[src/hdl/igoe_pkg.sv]
package igoe_pkg;

  // Four logic blocks, four global clock pins, six dedicated inputs.
  localparam int NUM_BLOCKS = 4;
  localparam int NUM_CLK_PINS = 4;
  localparam int NUM_LOCAL_CLKS = 4;
  localparam int NUM_DED_IN = 6;
  localparam int NUM_GOE = 4;
  localparam int NUM_GOE_SMALL = 2;
  localparam int PINS_PER_BLOCK = 8;

  // Oscillator and divider.
  localparam int OSC_NOMINAL_HZ = 5000000;
  localparam int CLK_SYS_HZ = 125000000;
  localparam logic [31:0] OSC_TICK_CYCLES = 32'(CLK_SYS_HZ / OSC_NOMINAL_HZ);
  localparam logic [31:0] DIV_FACTOR_DEFAULT = 32'h0010_0000;
  localparam logic [31:0] DIV_FACTOR_SMALL = 32'h0000_0400;

  // AXI4-Lite register byte offsets.
  localparam logic [7:0] REG_CLK_SEL = 8'h00;
  localparam logic [7:0] REG_GUARD_CFG = 8'h04;
  localparam logic [7:0] REG_PIN_BYPASS = 8'h08;
  localparam logic [7:0] REG_GOE_CFG = 8'h0C;
  localparam logic [7:0] REG_OSC_CFG = 8'h10;
  localparam logic [7:0] REG_DIV_FACTOR = 8'h14;
  localparam logic [7:0] REG_STATUS = 8'h18;
  localparam logic [7:0] REG_DED_GUARD = 8'h1C;

  // Reset values.
  localparam logic [31:0] RST_ZERO = 32'h0000_0000;
  localparam logic [31:0] RST_CLK_SEL = 32'h3210_3210;
  localparam logic [1:0] RESP_OKAY = 2'h0;
  localparam logic [1:0] RESP_SLVERR = 2'h2;

  // Per-block guard configuration: enable source selection.
  typedef struct packed {
    logic [NUM_BLOCKS-1:0] src_ext;
    logic [NUM_BLOCKS-1:0] guard_en;
  } igoe_guard_cfg_t;

  // Oscillator control bundle.
  typedef struct packed {
    logic osc_en;
    logic dyn_dis_en;
    logic div_rst_en;
    logic [1:0] fb_sel;
  } igoe_osc_cfg_t;

endpackage

[src/hdl/igoe_clk_gen.sv]
// Forms four local clocks for one logic block from the global clock pins.
module igoe_clk_gen (
  input wire logic [igoe_pkg::NUM_CLK_PINS-1:0] gclk_i,
  input wire logic [15:0] sel_i,
  output logic [igoe_pkg::NUM_LOCAL_CLKS-1:0] lclk_o
);

  // Each local clock takes a 2-bit pin pick plus an inversion bit.
  always_comb begin
    for (int k = 0; k < igoe_pkg::NUM_LOCAL_CLKS; k++) begin
      lclk_o[k] = gclk_i[sel_i[4*k +: 2]] ^ sel_i[4*k+2];
    end
  end

endmodule

[src/hdl/igoe_top.sv]
// Functional notes
// - Every logic block has a generator producing four local clocks.
// - Each local clock picks a global clock pin, true or inverted.
// - Four global clock pins, each also forwarded to the routing pool.
// - All pins of one block share one block input enable.
// - Block input enable comes from macrocell logic or an external pin.
// - Each pin may be set to ignore the block input enable.
// - Guard blocks and enables equal the logic block count, four here.
// - Dedicated inputs and clocks are optionally guarded by an assigned block.
// - Clock inputs 0 to 3 are guarded by blocks A, B, C, D.
// - Dedicated inputs 0 to 5 are guarded by A, B, B, C, D, D.
// - Global output enable bus is four bits, two in the smallest size.
// - Global enable bus comes from four product terms plus two pins.
// - Every source of the global enable bus can be inverted.
// - Each block's enable term fuses onto every internal bus bit.
// - Oscillator outputs drive routing lines; macrocells drive reset, disable.
// - Two macrocell feedbacks select macrocell or oscillator signals.
// - Divider output is the 5 MHz oscillator divided by the factor.
// - Oscillator stops while its disable input is asserted.
module igoe_top (
  input wire logic clk_sys_i,
  input wire logic sys_rst_i,
  // AXI4-Lite slave.
  input wire logic [7:0] s_axi_awaddr,
  input wire logic s_axi_awvalid,
  output logic s_axi_awready,
  input wire logic [31:0] s_axi_wdata,
  input wire logic [3:0] s_axi_wstrb,
  input wire logic s_axi_wvalid,
  output logic s_axi_wready,
  output logic [1:0] s_axi_bresp,
  output logic s_axi_bvalid,
  input wire logic s_axi_bready,
  input wire logic [7:0] s_axi_araddr,
  input wire logic s_axi_arvalid,
  output logic s_axi_arready,
  output logic [31:0] s_axi_rdata,
  output logic [1:0] s_axi_rresp,
  output logic s_axi_rvalid,
  input wire logic s_axi_rready,
  // Pins and fabric.
  input wire logic [igoe_pkg::NUM_CLK_PINS-1:0] gclk_pin_i,
  input wire logic [igoe_pkg::NUM_BLOCKS*igoe_pkg::PINS_PER_BLOCK-1:0] io_pin_i,
  input wire logic [igoe_pkg::NUM_DED_IN-1:0] ded_in_i,
  input wire logic [igoe_pkg::NUM_BLOCKS-1:0] bie_macrocell_i,
  input wire logic [igoe_pkg::NUM_BLOCKS-1:0] bie_ext_pin_i,
  input wire logic [igoe_pkg::NUM_BLOCKS-1:0] oe_product_term_i,
  input wire logic [1:0] goe_pin_i,
  input wire logic [1:0] macrocell_fb_i,
  input wire logic divider_reset_in_i,
  input wire logic osc_dynamic_disable_i,
  output logic [igoe_pkg::NUM_BLOCKS*igoe_pkg::NUM_LOCAL_CLKS-1:0] logic_block_clk_o,
  output logic [igoe_pkg::NUM_CLK_PINS-1:0] routing_clk_o,
  output logic [igoe_pkg::NUM_BLOCKS*igoe_pkg::PINS_PER_BLOCK-1:0] routing_pin_o,
  output logic [igoe_pkg::NUM_DED_IN-1:0] routing_ded_o,
  output logic [igoe_pkg::NUM_GOE-1:0] global_output_enable_o,
  output logic osc_clock_out_o,
  output logic divided_clock_out_o,
  output logic [1:0] macrocell_fb_o
);

  localparam int NB = igoe_pkg::NUM_BLOCKS;
  localparam int NP = igoe_pkg::PINS_PER_BLOCK;

  // Configuration registers.
  logic [31:0] clk_sel_q;
  igoe_pkg::igoe_guard_cfg_t guard_cfg_q;
  logic [NB*NP-1:0] pin_bypass_q;
  logic [31:0] goe_cfg_q;
  igoe_pkg::igoe_osc_cfg_t osc_cfg_q;
  logic [31:0] div_factor_q;
  logic [15:0] ded_guard_q;

  // Pin synchronisers: two flops before any logic.
  logic [NB*NP-1:0] pin_s1_q, pin_s2_q;
  logic [igoe_pkg::NUM_CLK_PINS-1:0] clk_s1_q, clk_s2_q;
  logic [igoe_pkg::NUM_DED_IN-1:0] ded_s1_q, ded_s2_q;
  logic [NB-1:0] bext_s1_q, bext_s2_q;
  logic [1:0] goep_s1_q, goep_s2_q;
  logic dis_s1_q, dis_s2_q;

  always_ff @(posedge clk_sys_i or posedge sys_rst_i) begin
    if (sys_rst_i) begin
      pin_s1_q <= '0;
      pin_s2_q <= '0;
      clk_s1_q <= '0;
      clk_s2_q <= '0;
      ded_s1_q <= '0;
      ded_s2_q <= '0;
      bext_s1_q <= '0;
      bext_s2_q <= '0;
      goep_s1_q <= '0;
      goep_s2_q <= '0;
      dis_s1_q <= 1'b0;
      dis_s2_q <= 1'b0;
    end else begin
      pin_s1_q <= io_pin_i;
      pin_s2_q <= pin_s1_q;
      clk_s1_q <= gclk_pin_i;
      clk_s2_q <= clk_s1_q;
      ded_s1_q <= ded_in_i;
      ded_s2_q <= ded_s1_q;
      bext_s1_q <= bie_ext_pin_i;
      bext_s2_q <= bext_s1_q;
      goep_s1_q <= goe_pin_i;
      goep_s2_q <= goep_s1_q;
      dis_s1_q <= osc_dynamic_disable_i;
      dis_s2_q <= dis_s1_q;
    end
  end

  // Local clock generators, one per logic block; blocks A and C use clk_sel[15:0], blocks B and D use clk_sel[31:16].
  for (genvar b = 0; b < NB; b++) begin : g_clkgen
    igoe_clk_gen u_clk_gen (
      .gclk_i(clk_s2_q),
      .sel_i((b % 2 == 1) ? clk_sel_q[31:16] : clk_sel_q[15:0]),
      .lclk_o(logic_block_clk_o[b*4 +: 4])
    );
  end

  // Block input enable per block: macrocell or external source.
  logic [NB-1:0] block_input_enable;
  always_comb begin
    for (int b = 0; b < NB; b++) begin
      block_input_enable[b] = guard_cfg_q.src_ext[b] ? bext_s2_q[b]
                                                     : bie_macrocell_i[b];
    end
  end

  // Guarded pins hold their last value while the block enable is off.
  always_ff @(posedge clk_sys_i or posedge sys_rst_i) begin
    if (sys_rst_i) begin
      routing_pin_o <= '0;
    end else begin
      for (int i = 0; i < NB*NP; i++) begin
        if (pin_bypass_q[i] || !guard_cfg_q.guard_en[i/NP]
            || block_input_enable[i/NP]) begin
          routing_pin_o[i] <= pin_s2_q[i];
        end
      end
    end
  end

  // Dedicated clocks map to blocks A..D, dedicated inputs to A,B,B,C,D,D.
  localparam logic [7:0] CLK_MAP = 8'hE4;
  localparam logic [11:0] DED_MAP = 12'hF94;
  always_ff @(posedge clk_sys_i or posedge sys_rst_i) begin
    if (sys_rst_i) begin
      routing_clk_o <= '0;
      routing_ded_o <= '0;
    end else begin
      for (int c = 0; c < igoe_pkg::NUM_CLK_PINS; c++) begin
        if (!ded_guard_q[c] || block_input_enable[CLK_MAP[2*c +: 2]]) begin
          routing_clk_o[c] <= clk_s2_q[c];
        end
      end
      for (int d = 0; d < igoe_pkg::NUM_DED_IN; d++) begin
        if (!ded_guard_q[4+d] || block_input_enable[DED_MAP[2*d +: 2]]) begin
          routing_ded_o[d] <= ded_s2_q[d];
        end
      end
    end
  end

  // Global output enables: fused OR of block terms, plus two pins, invertible.
  // goe_cfg: [15:0] fuses, [19:16] term invert, [21:20] pin invert,
  // [23:22] pin select for bits 0 and 1, [26] small two-bit bus mode.
  logic [3:0] goe_term_bus;
  always_comb begin
    for (int g = 0; g < 4; g++) begin
      goe_term_bus[g] = 1'b0;
      for (int b = 0; b < NB; b++) begin
        goe_term_bus[g] = goe_term_bus[g]
                          | (oe_product_term_i[b] & goe_cfg_q[b*4+g]);
      end
    end
  end

  always_ff @(posedge clk_sys_i or posedge sys_rst_i) begin
    if (sys_rst_i) begin
      global_output_enable_o <= '0;
    end else begin
      for (int g = 0; g < 4; g++) begin
        if (g < 2 && goe_cfg_q[22+g]) begin
          global_output_enable_o[g] <= goep_s2_q[g] ^ goe_cfg_q[20+g];
        end else if (goe_cfg_q[26] && g >= igoe_pkg::NUM_GOE_SMALL) begin
          global_output_enable_o[g] <= 1'b0;
        end else begin
          global_output_enable_o[g] <= goe_term_bus[g] ^ goe_cfg_q[16+g];
        end
      end
    end
  end

  // Oscillator: toggles at the nominal rate, stops when disabled.
  logic [31:0] osc_cnt_q;
  logic [31:0] div_cnt_q;
  logic osc_stop;
  logic osc_tick;
  assign osc_stop = !osc_cfg_q.osc_en
                    || (osc_cfg_q.dyn_dis_en && dis_s2_q);
  assign osc_tick = (osc_cnt_q == (igoe_pkg::OSC_TICK_CYCLES >> 1) - 32'h1);

  always_ff @(posedge clk_sys_i or posedge sys_rst_i) begin
    if (sys_rst_i) begin
      osc_cnt_q <= '0;
      osc_clock_out_o <= 1'b0;
    end else if (osc_stop) begin
      osc_cnt_q <= '0;
    end else if (osc_tick) begin
      osc_cnt_q <= '0;
      osc_clock_out_o <= !osc_clock_out_o;
    end else begin
      osc_cnt_q <= osc_cnt_q + 32'h1;
    end
  end

  // Divider counts oscillator rising edges; output toggles each half factor.
  logic osc_rise;
  assign osc_rise = osc_tick && !osc_stop && !osc_clock_out_o;
  always_ff @(posedge clk_sys_i or posedge sys_rst_i) begin
    if (sys_rst_i) begin
      div_cnt_q <= '0;
      divided_clock_out_o <= 1'b0;
    end else if (osc_cfg_q.div_rst_en && divider_reset_in_i) begin
      div_cnt_q <= '0;
      divided_clock_out_o <= 1'b0;
    end else if (osc_rise) begin
      if (div_cnt_q >= (div_factor_q >> 1) - 32'h1) begin
        div_cnt_q <= '0;
        divided_clock_out_o <= !divided_clock_out_o;
      end else begin
        div_cnt_q <= div_cnt_q + 32'h1;
      end
    end
  end

  // Feedback multiplexers on two macrocells.
  always_ff @(posedge clk_sys_i or posedge sys_rst_i) begin
    if (sys_rst_i) begin
      macrocell_fb_o <= '0;
    end else begin
      macrocell_fb_o[0] <= osc_cfg_q.fb_sel[0] ? osc_clock_out_o
                                               : macrocell_fb_i[0];
      macrocell_fb_o[1] <= osc_cfg_q.fb_sel[1] ? divided_clock_out_o
                                               : macrocell_fb_i[1];
    end
  end

  // AXI4-Lite write path: address and data latched in either order.
  logic aw_hold_q, w_hold_q;
  logic [7:0] aw_addr_q;
  logic [31:0] w_data_q;
  logic [3:0] w_strb_q;
  logic wr_fire;
  logic wr_ok;
  assign s_axi_awready = !aw_hold_q && !s_axi_bvalid;
  assign s_axi_wready = !w_hold_q && !s_axi_bvalid;
  assign wr_fire = aw_hold_q && w_hold_q;
  always_comb begin
    case (aw_addr_q)
      igoe_pkg::REG_CLK_SEL, igoe_pkg::REG_GUARD_CFG, igoe_pkg::REG_PIN_BYPASS,
      igoe_pkg::REG_GOE_CFG, igoe_pkg::REG_OSC_CFG, igoe_pkg::REG_DIV_FACTOR,
      igoe_pkg::REG_DED_GUARD: wr_ok = 1'b1;
      default: wr_ok = 1'b0;
    endcase
  end

  function automatic logic [31:0] merge(input logic [31:0] old, input logic [31:0] nw,
                                        input logic [3:0] st);
    logic [31:0] r;
    r = old;
    for (int k = 0; k < 4; k++) begin
      if (st[k]) begin
        r[8*k +: 8] = nw[8*k +: 8];
      end
    end
    return r;
  endfunction

  always_ff @(posedge clk_sys_i or posedge sys_rst_i) begin
    if (sys_rst_i) begin
      aw_hold_q <= 1'b0;
      w_hold_q <= 1'b0;
      aw_addr_q <= '0;
      w_data_q <= '0;
      w_strb_q <= '0;
      s_axi_bvalid <= 1'b0;
      s_axi_bresp <= igoe_pkg::RESP_OKAY;
    end else begin
      if (s_axi_awvalid && s_axi_awready) begin
        aw_hold_q <= 1'b1;
        aw_addr_q <= {s_axi_awaddr[7:2], 2'b00};
      end
      if (s_axi_wvalid && s_axi_wready) begin
        w_hold_q <= 1'b1;
        w_data_q <= s_axi_wdata;
        w_strb_q <= s_axi_wstrb;
      end
      if (wr_fire) begin
        aw_hold_q <= 1'b0;
        w_hold_q <= 1'b0;
        s_axi_bvalid <= 1'b1;
        s_axi_bresp <= wr_ok ? igoe_pkg::RESP_OKAY : igoe_pkg::RESP_SLVERR;
      end else if (s_axi_bvalid && s_axi_bready) begin
        s_axi_bvalid <= 1'b0;
      end
    end
  end

  // Register stores.
  logic [31:0] guard_word, osc_word;
  assign guard_word = {24'h0, guard_cfg_q};
  assign osc_word = {27'h0, osc_cfg_q};
  always_ff @(posedge clk_sys_i or posedge sys_rst_i) begin
    if (sys_rst_i) begin
      clk_sel_q <= igoe_pkg::RST_CLK_SEL;
      guard_cfg_q <= '0;
      pin_bypass_q <= '0;
      goe_cfg_q <= igoe_pkg::RST_ZERO;
      osc_cfg_q <= '0;
      div_factor_q <= igoe_pkg::DIV_FACTOR_DEFAULT;
      ded_guard_q <= '0;
    end else if (wr_fire) begin
      case (aw_addr_q)
        igoe_pkg::REG_CLK_SEL: clk_sel_q <= merge(clk_sel_q, w_data_q, w_strb_q);
        igoe_pkg::REG_GUARD_CFG: guard_cfg_q <= 8'(merge(guard_word, w_data_q, w_strb_q));
        igoe_pkg::REG_PIN_BYPASS: pin_bypass_q <= merge(pin_bypass_q, w_data_q, w_strb_q);
        igoe_pkg::REG_GOE_CFG: goe_cfg_q <= merge(goe_cfg_q, w_data_q, w_strb_q);
        igoe_pkg::REG_OSC_CFG: osc_cfg_q <= 5'(merge(osc_word, w_data_q, w_strb_q));
        igoe_pkg::REG_DIV_FACTOR: div_factor_q <= merge(div_factor_q, w_data_q, w_strb_q);
        igoe_pkg::REG_DED_GUARD: begin
          ded_guard_q <= 16'(merge({16'h0, ded_guard_q}, w_data_q, w_strb_q));
        end
        default: ;
      endcase
    end
  end

  // AXI4-Lite read path: one cycle to answer.
  logic [31:0] rd_word;
  logic rd_ok;
  always_comb begin
    rd_ok = 1'b1;
    case ({s_axi_araddr[7:2], 2'b00})
      igoe_pkg::REG_CLK_SEL: rd_word = clk_sel_q;
      igoe_pkg::REG_GUARD_CFG: rd_word = guard_word;
      igoe_pkg::REG_PIN_BYPASS: rd_word = pin_bypass_q;
      igoe_pkg::REG_GOE_CFG: rd_word = goe_cfg_q;
      igoe_pkg::REG_OSC_CFG: rd_word = osc_word;
      igoe_pkg::REG_DIV_FACTOR: rd_word = div_factor_q;
      igoe_pkg::REG_DED_GUARD: rd_word = {16'h0, ded_guard_q};
      igoe_pkg::REG_STATUS: rd_word = {17'h0, divided_clock_out_o, osc_clock_out_o,
                                       osc_stop, global_output_enable_o,
                                       goe_term_bus, block_input_enable};
      default: begin
        rd_word = igoe_pkg::RST_ZERO;
        rd_ok = 1'b0;
      end
    endcase
  end

  assign s_axi_arready = !s_axi_rvalid;
  always_ff @(posedge clk_sys_i or posedge sys_rst_i) begin
    if (sys_rst_i) begin
      s_axi_rvalid <= 1'b0;
      s_axi_rdata <= '0;
      s_axi_rresp <= igoe_pkg::RESP_OKAY;
    end else if (s_axi_arvalid && s_axi_arready) begin
      s_axi_rvalid <= 1'b1;
      s_axi_rdata <= rd_word;
      s_axi_rresp <= rd_ok ? igoe_pkg::RESP_OKAY : igoe_pkg::RESP_SLVERR;
    end else if (s_axi_rready) begin
      s_axi_rvalid <= 1'b0;
    end
  end

  // Guarded pin must not change while its enable is off.
  a_pin_hold_guard: assert property (@(posedge clk_sys_i) disable iff (sys_rst_i)
    (guard_cfg_q.guard_en[0] && !pin_bypass_q[0] && !block_input_enable[0])
      |=> $stable(routing_pin_o[0])) else $error("guarded pin changed while disabled");
  a_pin_pass_open: assert property (@(posedge clk_sys_i) disable iff (sys_rst_i)
    pin_bypass_q[0] |=> routing_pin_o[0] == $past(pin_s2_q[0]))
    else $error("bypassed pin did not follow input");
  a_osc_stopped: assert property (@(posedge clk_sys_i) disable iff (sys_rst_i)
    osc_stop [*2] |-> $stable(osc_clock_out_o)) else $error("oscillator ran while stopped");
  a_goe_or_fuse: assert property (@(posedge clk_sys_i) disable iff (sys_rst_i)
    goe_term_bus[0] == |(oe_product_term_i & {goe_cfg_q[12], goe_cfg_q[8],
                                                goe_cfg_q[4], goe_cfg_q[0]}))
    else $error("output enable term bus mismatch");
  a_goe_small_bus: assert property (@(posedge clk_sys_i) disable iff (sys_rst_i)
    goe_cfg_q[26] |=> global_output_enable_o[3:2] == 2'b00)
    else $error("upper enables active in two-bit mode");
  a_fb_mux_sel: assert property (@(posedge clk_sys_i) disable iff (sys_rst_i)
    osc_cfg_q.fb_sel[0] |=> macrocell_fb_o[0] == $past(osc_clock_out_o))
    else $error("feedback mux did not pick oscillator");
  a_div_reset: assert property (@(posedge clk_sys_i) disable iff (sys_rst_i)
    (osc_cfg_q.div_rst_en && divider_reset_in_i) |=> !divided_clock_out_o && div_cnt_q == 0)
    else $error("divider not reset");
  a_ded_clk_map: assert property (@(posedge clk_sys_i) disable iff (sys_rst_i)
    (ded_guard_q[1] && !block_input_enable[1]) |=> $stable(routing_clk_o[1]))
    else $error("clock input 1 not guarded by block B");

endmodule

[config.mk]
export PLATFORM = sky130hd
export DESIGN_NAME = igoe_top
export DESIGN_NICKNAME = d
export VERILOG_FILES = /design/src/hdl/igoe_pkg.sv /design/src/hdl/igoe_clk_gen.sv /design/src/hdl/igoe_top.sv
export SDC_FILE = /design/constraint.sdc
export NUM_CORES = 1
export LEC_CHECK = 0
export BUFFER_PORTS_ARGS = -buffer_cell sky130_fd_sc_hd__buf_2
export CAP_MARGIN = 20
export CORE_ASPECT_RATIO = 0.8
export CORE_MARGIN = 2
export CORE_UTILIZATION = 30
export CTS_BUF_LIST = sky130_fd_sc_hd__clkbuf_16
export CTS_CLUSTER_DIAMETER = 40
export DETAILED_ROUTE_END_ITERATION = 16
export REMOVE_ABC_BUFFERS = 1
export SLEW_MARGIN = 10
export SYNTH_ARGS = -nofsm -noshare
export SYNTH_HDL_FRONTEND = slang
export SYNTH_SLANG_ARGS = --single-unit
[constraint.sdc]
create_clock -name clk_sys_i -period 24.4 [get_ports clk_sys_i]
set_clock_uncertainty 0.15 [all_clocks]
set_input_delay 7.32 -clock clk_sys_i [delete_from_list [all_inputs] [get_ports clk_sys_i]]
set_output_delay 7.32 -clock clk_sys_i [all_outputs]
set_load 0.005 [all_outputs]
# ---- After elaboration in Yosys (flattened, before gate mapping)
# Index checks and enable logic that the tools add are counted.
dict set report totals {
  register_bits 451
  latchBits 0
  mem_bits_rw 0
  rom_bits 0
  inputBits 119
  out_inout_bits 107
  wordCells 350
  n_memories 0
}
dict set report classes {
  add_sub_neg 3
  mul 0
  n_div 0
  order_cmp 9
  n_eq_ne 14
  shifts 0
  muxes 47
  bitwise 43
  reduce_logical 140
}
# op n
set op_table {}
lappend op_table {{32-bit one-hot mux with 8 select lines} 1}
lappend op_table {{32-bit 2-to-1 mux} 5}
lappend op_table {{1-bit logical OR} 75}
lappend op_table {{32-bit by 1-bit adder with 32-bit output (second input constant)} 2}
lappend op_table {{3-bit AND reduction} 20}
lappend op_table {{6-bit by 3-bit equality test with 1-bit output (second input constant)} 7}
lappend op_table {{32-bit by 4-bit equality test with 1-bit output (second input constant)} 1}
lappend op_table {{32-bit >= comparator} 1}
lappend op_table {{31-bit by 1-bit subtractor with 32-bit output (second input constant)} 1}
lappend op_table {{1-bit 2-to-1 mux} 31}
lappend op_table {{6-bit by 2-bit equality test with 1-bit output (second input constant)} 4}
lappend op_table {{2-bit by 3-bit less-than comparator with 1-bit output (second input constant)} 8}
lappend op_table {{1-bit zero test} 22}
lappend op_table {{1-bit AND} 16}
lappend op_table {{1-bit binary-select mux with 2-bit select} 8}
lappend op_table {{1-bit XOR} 14}
lappend op_table {{6-bit by 1-bit equality test with 1-bit output (second input constant)} 2}
lappend op_table {{1-bit OR} 12}
lappend op_table {{2-bit nonzero test} 6}
lappend op_table {{1-bit logical AND} 11}
lappend op_table {{8-bit zero test} 1}
lappend op_table {{8-bit OR reduction} 1}
lappend op_table {{7-bit OR reduction} 1}
lappend op_table {{6-bit zero test} 1}
lappend op_table {{3 further kinds} 5}

# ---- Depth between registers and ports, before layout
# Gate-level depths: netlist of the first run.
dict set report depth {
  word_depth 7
  ltp_mapped 18
  depth_no_buf 16
}

# ---- Modules after synthesis
# Synthesis of the first run repeated with hierarchy kept, for this count alone.
dict set report hier_totals {
  cells_unflattened 1525
  area_unflattened_um2 19361.1
}
# mod instances cells_each area_per_inst_um2 seq_area_each_um2
set modules_own_cells {}
lappend modules_own_cells {igoe_top 1 1493 18860.6 11247.0}
lappend modules_own_cells {igoe_clk_gen 4 8 125.1 0.0}

# ---- Worst setup path after synthesis of the first run
# Ideal clock, no wire load.
dict set report synth_timing {
  kind {input-to-reg}
  start {input port s_axi_araddr[5]}
  end {register s_axi_rdata[10]}
  setup_time_ns 0.083
  t_arrival_ns 8.964
  required_ns 24.167
  path_slack_ns 15.203
  stages 7
  n_path_buf 3
  cell_sequence {or4_1 clkbuf_1 nor2_1 clkbuf_1 clkbuf_1 a221oi_1 o21ai_0}
}
dict set report synth_via {
  elab_chain_len 2
  elab_cells_between_ends 9
  classes_between {eq/ne: 7; mux: 1; reduce/logical: 1}
}
# element line
set synth_lines {}
lappend synth_lines {{start: declaration} igoe_top.sv:34} ;# input wire logic [7:0] s_axi_araddr,
lappend synth_lines {{6-bit by 3-bit equality test with 1-bit output, or another cell as far along} igoe_top.sv:345} ;# case ({s_axi_araddr[7:2], 2'b00})
lappend synth_lines {{32-bit one-hot mux with 8 select lines (*)} igoe_top.sv:345}
lappend synth_lines {{end signal: assignment} igoe_top.sv:371} ;# s_axi_rdata <= rd_word;
lappend synth_lines {{end: declaration} igoe_top.sv:37} ;# output logic [31:0] s_axi_rdata,
# Every way passes the cells marked *; elsewhere a longest branch is shown, timed or not.
# A chain may end at the register's enable or synchronous reset.

# ---- Final worst setup path of the first run
dict set report layout_timing {
  start {register clk_s2_q[0] in the netlist's numbering}
  end {output port logic_block_clk_o[2] in the netlist's numbering}
}
dict set report layout_via {
  elab_chain_len 3
}
# element line
set layout_lines {}
lappend layout_lines {{start: declaration} igoe_top.sv:76} ;# logic [igoe_pkg::NUM_CLK_PINS-1:0] clk_s1_q, clk_s2_q;
lappend layout_lines {{start signal: assignment} igoe_top.sv:100} ;# clk_s2_q <= clk_s1_q;
lappend layout_lines {{1-bit binary-select mux with 2-bit select} igoe_clk_gen.sv:11} ;# lclk_o[k] = gclk_i[sel_i[4*k +: 2]] ^ sel_i[4*k+2];
lappend layout_lines {{1-bit 2-to-1 mux (not written as such)} igoe_clk_gen.sv:11}
lappend layout_lines {{1-bit XOR} igoe_clk_gen.sv:11}
lappend layout_lines {{end: declaration} igoe_top.sv:52} ;# output logic [igoe_pkg::NUM_BLOCKS*igoe_pkg::NUM_LOCAL_CLKS-1:0] logic_block_clk_o,
# Every way passes these cells. The select of a mux whose other input is x is not followed.

==> impl_results.md, run 1 <==
* Antenna viol nets, final at 0
* Total power at 2.908 mW
* CTS clk-pin slew, worst paths at ~0.060 ns
* Most frequent cell after synthesis: dfrtp_1
* Max-Slew Margin vs Limit at between 20 and 25%
* Area grow syn2layout at 24.35%
* Hold Path Depth at 0
* DRC at 0
* Global route total overflow at 0
* Die area at roughly 66000 sq um
* DR pass1 iterations at 5
* Cell Area, Placed at roughly 21000 sq um
* Multi-input logic area at roughly 7600 sq um
* Final net count at 1913
* Synth Instances at approximately 1500
* Mean Syn Cell Area at around 13 sq um
* Post-route setup slack at ~14 ns
* Logic pwr share at ~27%
* Clock root cell: clkbuf_16
* DRT iter0 DRCs at between 900 and 1000
* Hold buffers post-CTS at 0
* Yosys cell types at between 60 and 70
* Synthesized area at between 15000 and 20000 sq um
* Reg2Reg Depth at 16
* Gates resized, CTS repair at 0
* Leakage at about 11 nW
* Post-DP HPWL at about 36000 um
* Initial antenna violation count at 5
* Tightest hold margin at 0.1882 ns
* Final setup viols at 0
* Register share of total power at between 30 and 40%
* WP data arrival at ~2.6 ns
* Die H at ~230 um
* # port buffers at ~220
* Clock latency on the worst-skew pair at 0.61 ns
* Longest Clk Path Bufs at 3
* Final Wtd Congestion at between 0.8 and 0.9
* Tmin final at roughly 10 ns
* Post-synth EDFFs at 0
* Post-synth top cells: 440 x dfrtp_1, 243 x mux2_2, 123 x nor2_1
* FF+latch count, synth at around 450
* Finished Layout Cells at between 2000 and 3000
* Cell Pwr Density at 122.1 nW/um^2
* Clock sink total at roughly 450
* Number of global-route vias before repair at between 10000 and 15000
* Pre-CTS setup slack at roughly 14 ns
* Die width at 286.5 um
* Crit-path max FO at 10
* Sequential Area at 11250 sq um
* Worst Max-Slew Pin Slew at approximately 1.2 ns
* Row Count at slightly above 80
* Placed Cells incl. Taps at 2521
* Achievable clock frequency at between 0.09 and 0.1 GHz
* Post-synthesis sequential area ratio at between 50 and 60%
* Post CTS Setup Buffer Count at 0
* Yosys top cell area share at between 50% and 60%
* First-pass GRT wire length at around 80000 um
* Crit start category: flop
* Crit share post-route at around two fifths
* Unrepaired setup endpoints after global routing: no
* Finished Core Util at 37.86%
* Wire per inst at 19.73 um
* Initial Util at 30.45%
* Vias per std cell at 4.989
* Max H-tree Level at 3
* Largest net degree at the start of global routing at between 150 and 200
* VDD IR max at 0.00008010 V
* Layout cell share with drive strength beyond 1 at a little over a third
* Final instance area at 23810 sq um
* Crit Path Class: reg -> out
* Hold Path Class: reg -> reg
* Endpoints failing hold at 0
* Max-cap violations at 0
* Cell accounting for the most synthesized area: dfrtp_1
* Core area at 62890 sq um
* Status: finished clean
* WP data required at roughly 17 ns
* Final TNS setup at 0 ns
* CTS Buf Count at 75
* Max-slew violation total from the final report at 0
* Prevailing post-synth register cell: dfrtp_1
* Synth top area cells: dfrtp_1 57%, mux2_2 14%, nor2_1 2.4%
* Async SR Flop Fraction at 100.0%
* CTS tree: done
* Fill count at approximately 6000
* Ys Warns at 0
* Via Count at roughly 13000
* Int Pwr at 1.932 mW
* Routed WL at 52550 um
* Clock share of power at between 30% and 40%
* GRT Total Usage at 16.04%
* CP Capture Type: output pin
* Switching share of total power at around 34%
* Psw at approximately 980 uW
* I/O pin cnt at 226
## worst paths after layout
kind	startpoint	end	slack, ns
hold / removal	pin_s1_q[22]	pin_s2_q[22]	0.19
max in group asynchronous	sys_rst_i	osc_cnt_q[10]	15.80
min in group asynchronous	sys_rst_i	pin_s1_q[4]	6.70
setup / recovery	clk_s2_q[0]	logic_block_clk_o[2]	14.34
hold reg to reg	pin_s1_q[22]	pin_s2_q[22]	0.19
setup reg to reg	div_factor_q[6]	div_cnt_q[0]	19.34
## registers in the layout, indices dropped and copies added (netlist names), 16 cells and up
register,count
clk_sel_q,32
div_cnt_q,32
div_factor_q,32
goe_cfg_q,32
osc_cnt_q,32
pin_bypass_q,32
pin_s1_q,32
pin_s2_q,32
routing_pin_o,32
s_axi_rdata,32
w_data_q,32
ded_guard_q,16
## cell type report
class	instances	area share, %
clock inverter	63	2.869
tap	840	4.414
inverter	18	0.3153
multi-input combinational	984	32.09
antenna	3	0.03153
clock buffer	76	7.987
timing repair buffer	231	5.065
sequential	449	47.23
## metal layers
metal / global-route usage, % / wire (um) / vias to the layer above
li1: - / - / 5981
met1: 21.31 / 23480 / 6836
met2: 25.25 / 24420 / 379
met3: 4.206 / 3200 / 94
met4: 5.628 / 1433 / 2
met5: 0 / 13 / -
## worst max-delay path, stage by stage, from the launching register on
cell and delay, ns:
dfrtp_1 0.65, mux4_2 0.60, xor2_1 0.51, buf_2 0.22
## cell families (layout without fill, tap and decap cells)
group / count (synthesis) / count (layout) / share of synthesized area (%)
simple gates: 395 / 395 / 10.12
compound gates: 208 / 208 / 7.625
flops: 449 / 449 / 58.73
buf+inv: 74 / 388 / 1.679
other cells: 1 / 5 / 0.01958
mux: 259 / 259 / 15.65
xor+xnor: 85 / 85 / 3.888
fa+ha+maj: 35 / 35 / 2.287
## cells in the final DEF (no fill, tap or decap), types with 12 or more instances in the layout
master,instances
buf_2,219
ha_1,35
a22o_1,27
nand3_1,29
xor2_1,52
inv_1,19
nand2_1,110
dfrtp_1,440
clkbuf_16,76
nand4_1,22
mux2_2,243
inv_6,16
nor3_1,25
and3_1,18
nor2_1,120
a22oi_1,34
a221oi_1,31
a21oi_1,19
o21ai_0,53
a21o_1,12
xnor2_1,33
## power groups by stage
stage	Combinational (mW)	Clock [mW]	Sequential [mW]
floorplan	0.581	0	0.994
global placement	0.749	0	1.05
detailed placement	0.781	0	1.06
CTS	0.787	1.10	1.05
global route	0.876	1.14	1.07
finish	0.780	1.08	1.05
Power figures use the tool's default switching activity.
==> run 2: changes to the inputs <==
- clock period: 24.4 -> 9.35 ns (I/O delays scaled with it)
==> impl_results.md, run 2 (synthesis results as in run 1) <==
* VDD IR max at 0.0002398 V (+200%)
* Routed WL at 52710 um (+0.30%)
* Hold Path Class: reg -> reg
* Endpoints failing hold at 0 (unchanged)
* Pre-CTS setup slack at 3.742 ns (-10.63 ns)
* Final setup viols at 0 (unchanged)
* Antenna viol nets, final at 0 (unchanged)
* Crit-path max FO at 9 (-1)
* R2r startpoint: div_factor_q[3]
* Row Count at 82 (unchanged)
* WP data arrival at 2.45 ns (-0.14 ns)
* GRT Total Usage at 16.09% (+0.049 points)
* CTS clk-pin slew, worst paths at 0.05 ns (about the same)
* Final Wtd Congestion at 0.8305 (-1.6%)
* Placed Cells incl. Taps at 2525 (+0.16%)
* Psw at 2.476 mW (+150%)
* CP cell instances: mux4_2 -> xor2_1 -> buf_2
* HP Start: pin_s1_q[24]
* I/O pin cnt at 226 (unchanged)
* Switching share of total power at 33.03% (-0.54 points)
* Slowest stage cell, crit path: dfrtp_1
* Unrepaired setup endpoints after global routing: no
* Clock root cell: clkbuf_16
* Core area at 62890 sq um (unchanged)
* Most common cell after layout, fill and taps aside: dfrtp_1
* DR pass1 iterations at 5 (unchanged)
* Max-cap violations at 0 (unchanged)
* Initial antenna violation count at 4 (-1)
* DRC at 0 (unchanged)
* WP data required at 6.40 ns (-10.53 ns)
* Crit Path Class: reg -> out
* Gates resized, CTS repair at 0 (unchanged)
* CTS Buf Count at 74 (-1.3%)
* DRT iter0 DRCs at 963 (+5.2%)
* Max H-tree Level at 3 (unchanged)
* Largest net degree at the start of global routing at 120 (-39%)
* Cell Pwr Density at 315.5 nW/um^2 (+160%)
* Clock share of power at 36.4% (-0.7 points)
* Worst Max-Slew Pin Slew at 1.079 ns (-0.09197 ns)
* Buffers & Inverters on Critical Path at 1 (unchanged)
* Via Count at 13200 (-0.67%)
* Int Pwr at 5.019 mW (+160%)
* Clock sink total at 449 (unchanged)
* Post-DP HPWL at 36770 um (+0.93%)
* First-pass GRT wire length at 81900 um (+0.30%)
* Hold buffers post-CTS at 0 (unchanged)
* Post CTS Setup Buffer Count at 0 (unchanged)
* Top Family by Delay on Critical Path: flip-flops
* Logic pwr share at 27.0% (+0.2 points)
* # port buffers at 219 (unchanged)
* CP peak stage delay at 0.65 ns (about the same)
* Crit share post-route at 57.78%
* CTS tree: done
* Area grow syn2layout at 24.06%
* Achievable clock frequency at 0.1851 GHz
* Wire per inst at 19.84 um (+0.60%)
* Layout cell share with drive strength beyond 1 at 34.99% (-0.21 points)
* Leakage at 11.14 nW (-0.33%)
* Max-slew violation total from the final report at 0 (unchanged)
* Die area at 65880 sq um (unchanged)
* CP Capture Type: output pin
* Vias per std cell at 4.971 (-0.37%)
* Number of global-route vias before repair at 13910 (+0.56%)
* Initial Util at 30.45% (unchanged)
* Longest Clk Path Bufs at 3 (unchanged)
* Most frequent cells in the layout: 440 x dfrtp_1, 243 x mux2_2, 219 x buf_2
* R2r setup slk at 4.23 ns (-15.11 ns)
* Global route total overflow at 0 (unchanged)
* Tmin final at between 5 and 6 ns
* CP Launch Point: clk_s2_q[3]
* Final net count at 1916 (+0.16%)
* Crit start category: flop
* Clock latency on the worst-skew pair at 0.59 ns (-0.02 ns)
* Finished Layout Cells at 2656 (-0.30%)
* Register share of total power at 36.5% (+0.4 points)
* Die H at 230.0 um (unchanged)
* Max-Slew Margin vs Limit at 27.90% (+6.0 points)
* Post-route setup slack at 3.947 ns (-10.39 ns)
* Die width at 286.5 um (unchanged)
* Status: finished clean
## run 2: cell types whose count changed in the layout (fill, tap and decap cells not counted), moves of 2 or more
cell,previous run,this run
inv_6,16,9
inv_8,9,5
buf_4,10,13
clkinvlp_4,7,10
clkinv_2,5,3
clkinv_8,1,3
diode_2,3,1
## run 2: power groups by stage
stage | logic (mW) | registers [mW] | clock network, mW
CTS | 2.05 | 2.73 | 2.80
global route | 2.26 | 2.80 | 2.87
detailed placement | 2.04 | 2.76 | 0
floorplan | 1.52 | 2.59 | 0
global placement | 1.95 | 2.74 | 0
finish | 2.03 | 2.74 | 2.73
## run 2: cell type report
cell class | instances | area (sq um)
Clock inverter | 54 | 623.1
Fill cell | 6056 | 39140
Inverter | 18 | 75.07
Clock buffer | 75 | 1877
Multi-Input combinational cell | 984 | 7641
Antenna cell | 1 | 2.502
Timing Repair Buffer | 235 | 1240
Sequential cell | 449 | 11250
Tap cell | 840 | 1051
## run 2: layer usage
| layer | part of all wire [%] | GRT usage (%) | up-vias | wire, um |
|---|---|---|---|---|
| li1 | - | - | 5955 | - |
| met1 | 44 | 21.42 | 6755 | 23210 |
| met2 | 47 | 25.44 | 393 | 24570 |
| met3 | 6.3 | 3.869 | 98 | 3324 |
| met4 | 3.0 | 5.890 | 2 | 1590 |
| met5 | 0.027 | 0 | - | 14 |
## run 2: final timing paths
| check | to | cells past startpoint |
|---|---|---|
| worst max register to register | div_cnt_q[0] | 16 |
| worst min-delay path | pin_s2_q[24] | 0 |
| worst min register to register | pin_s2_q[24] | 0 |
| max in group asynchronous | osc_cnt_q[12] | 3 |
| min in group asynchronous | pin_s1_q[0] | 2 |
| worst max-delay path | logic_block_clk_o[10] | 3 |
## run 2: stage by stage
| stage | power (mW) | setup TNS, ns | area (sq um) | util (%) | hold slack [ns] |
|---|---|---|---|---|---|
| 2_1_floorplan | 4.110 | -2707.97 | 18900 | - | 0.1812 |
| 3_3_place_gp | 4.689 | 0 | 21230 | 33.75 | 0.1814 |
| 3_5_place_dp | 4.800 | 0 | 21240 | 33.78 | 0.1847 |
| 4_1_cts | 7.576 | 0 | 23740 | 37.75 | 0.1945 |
| 5_1_grt | 7.936 | 0 | 23750 | 37.77 | 0.1975 |
| 6_report | 7.495 | 0 | 23760 | 37.77 | 0.1929 |
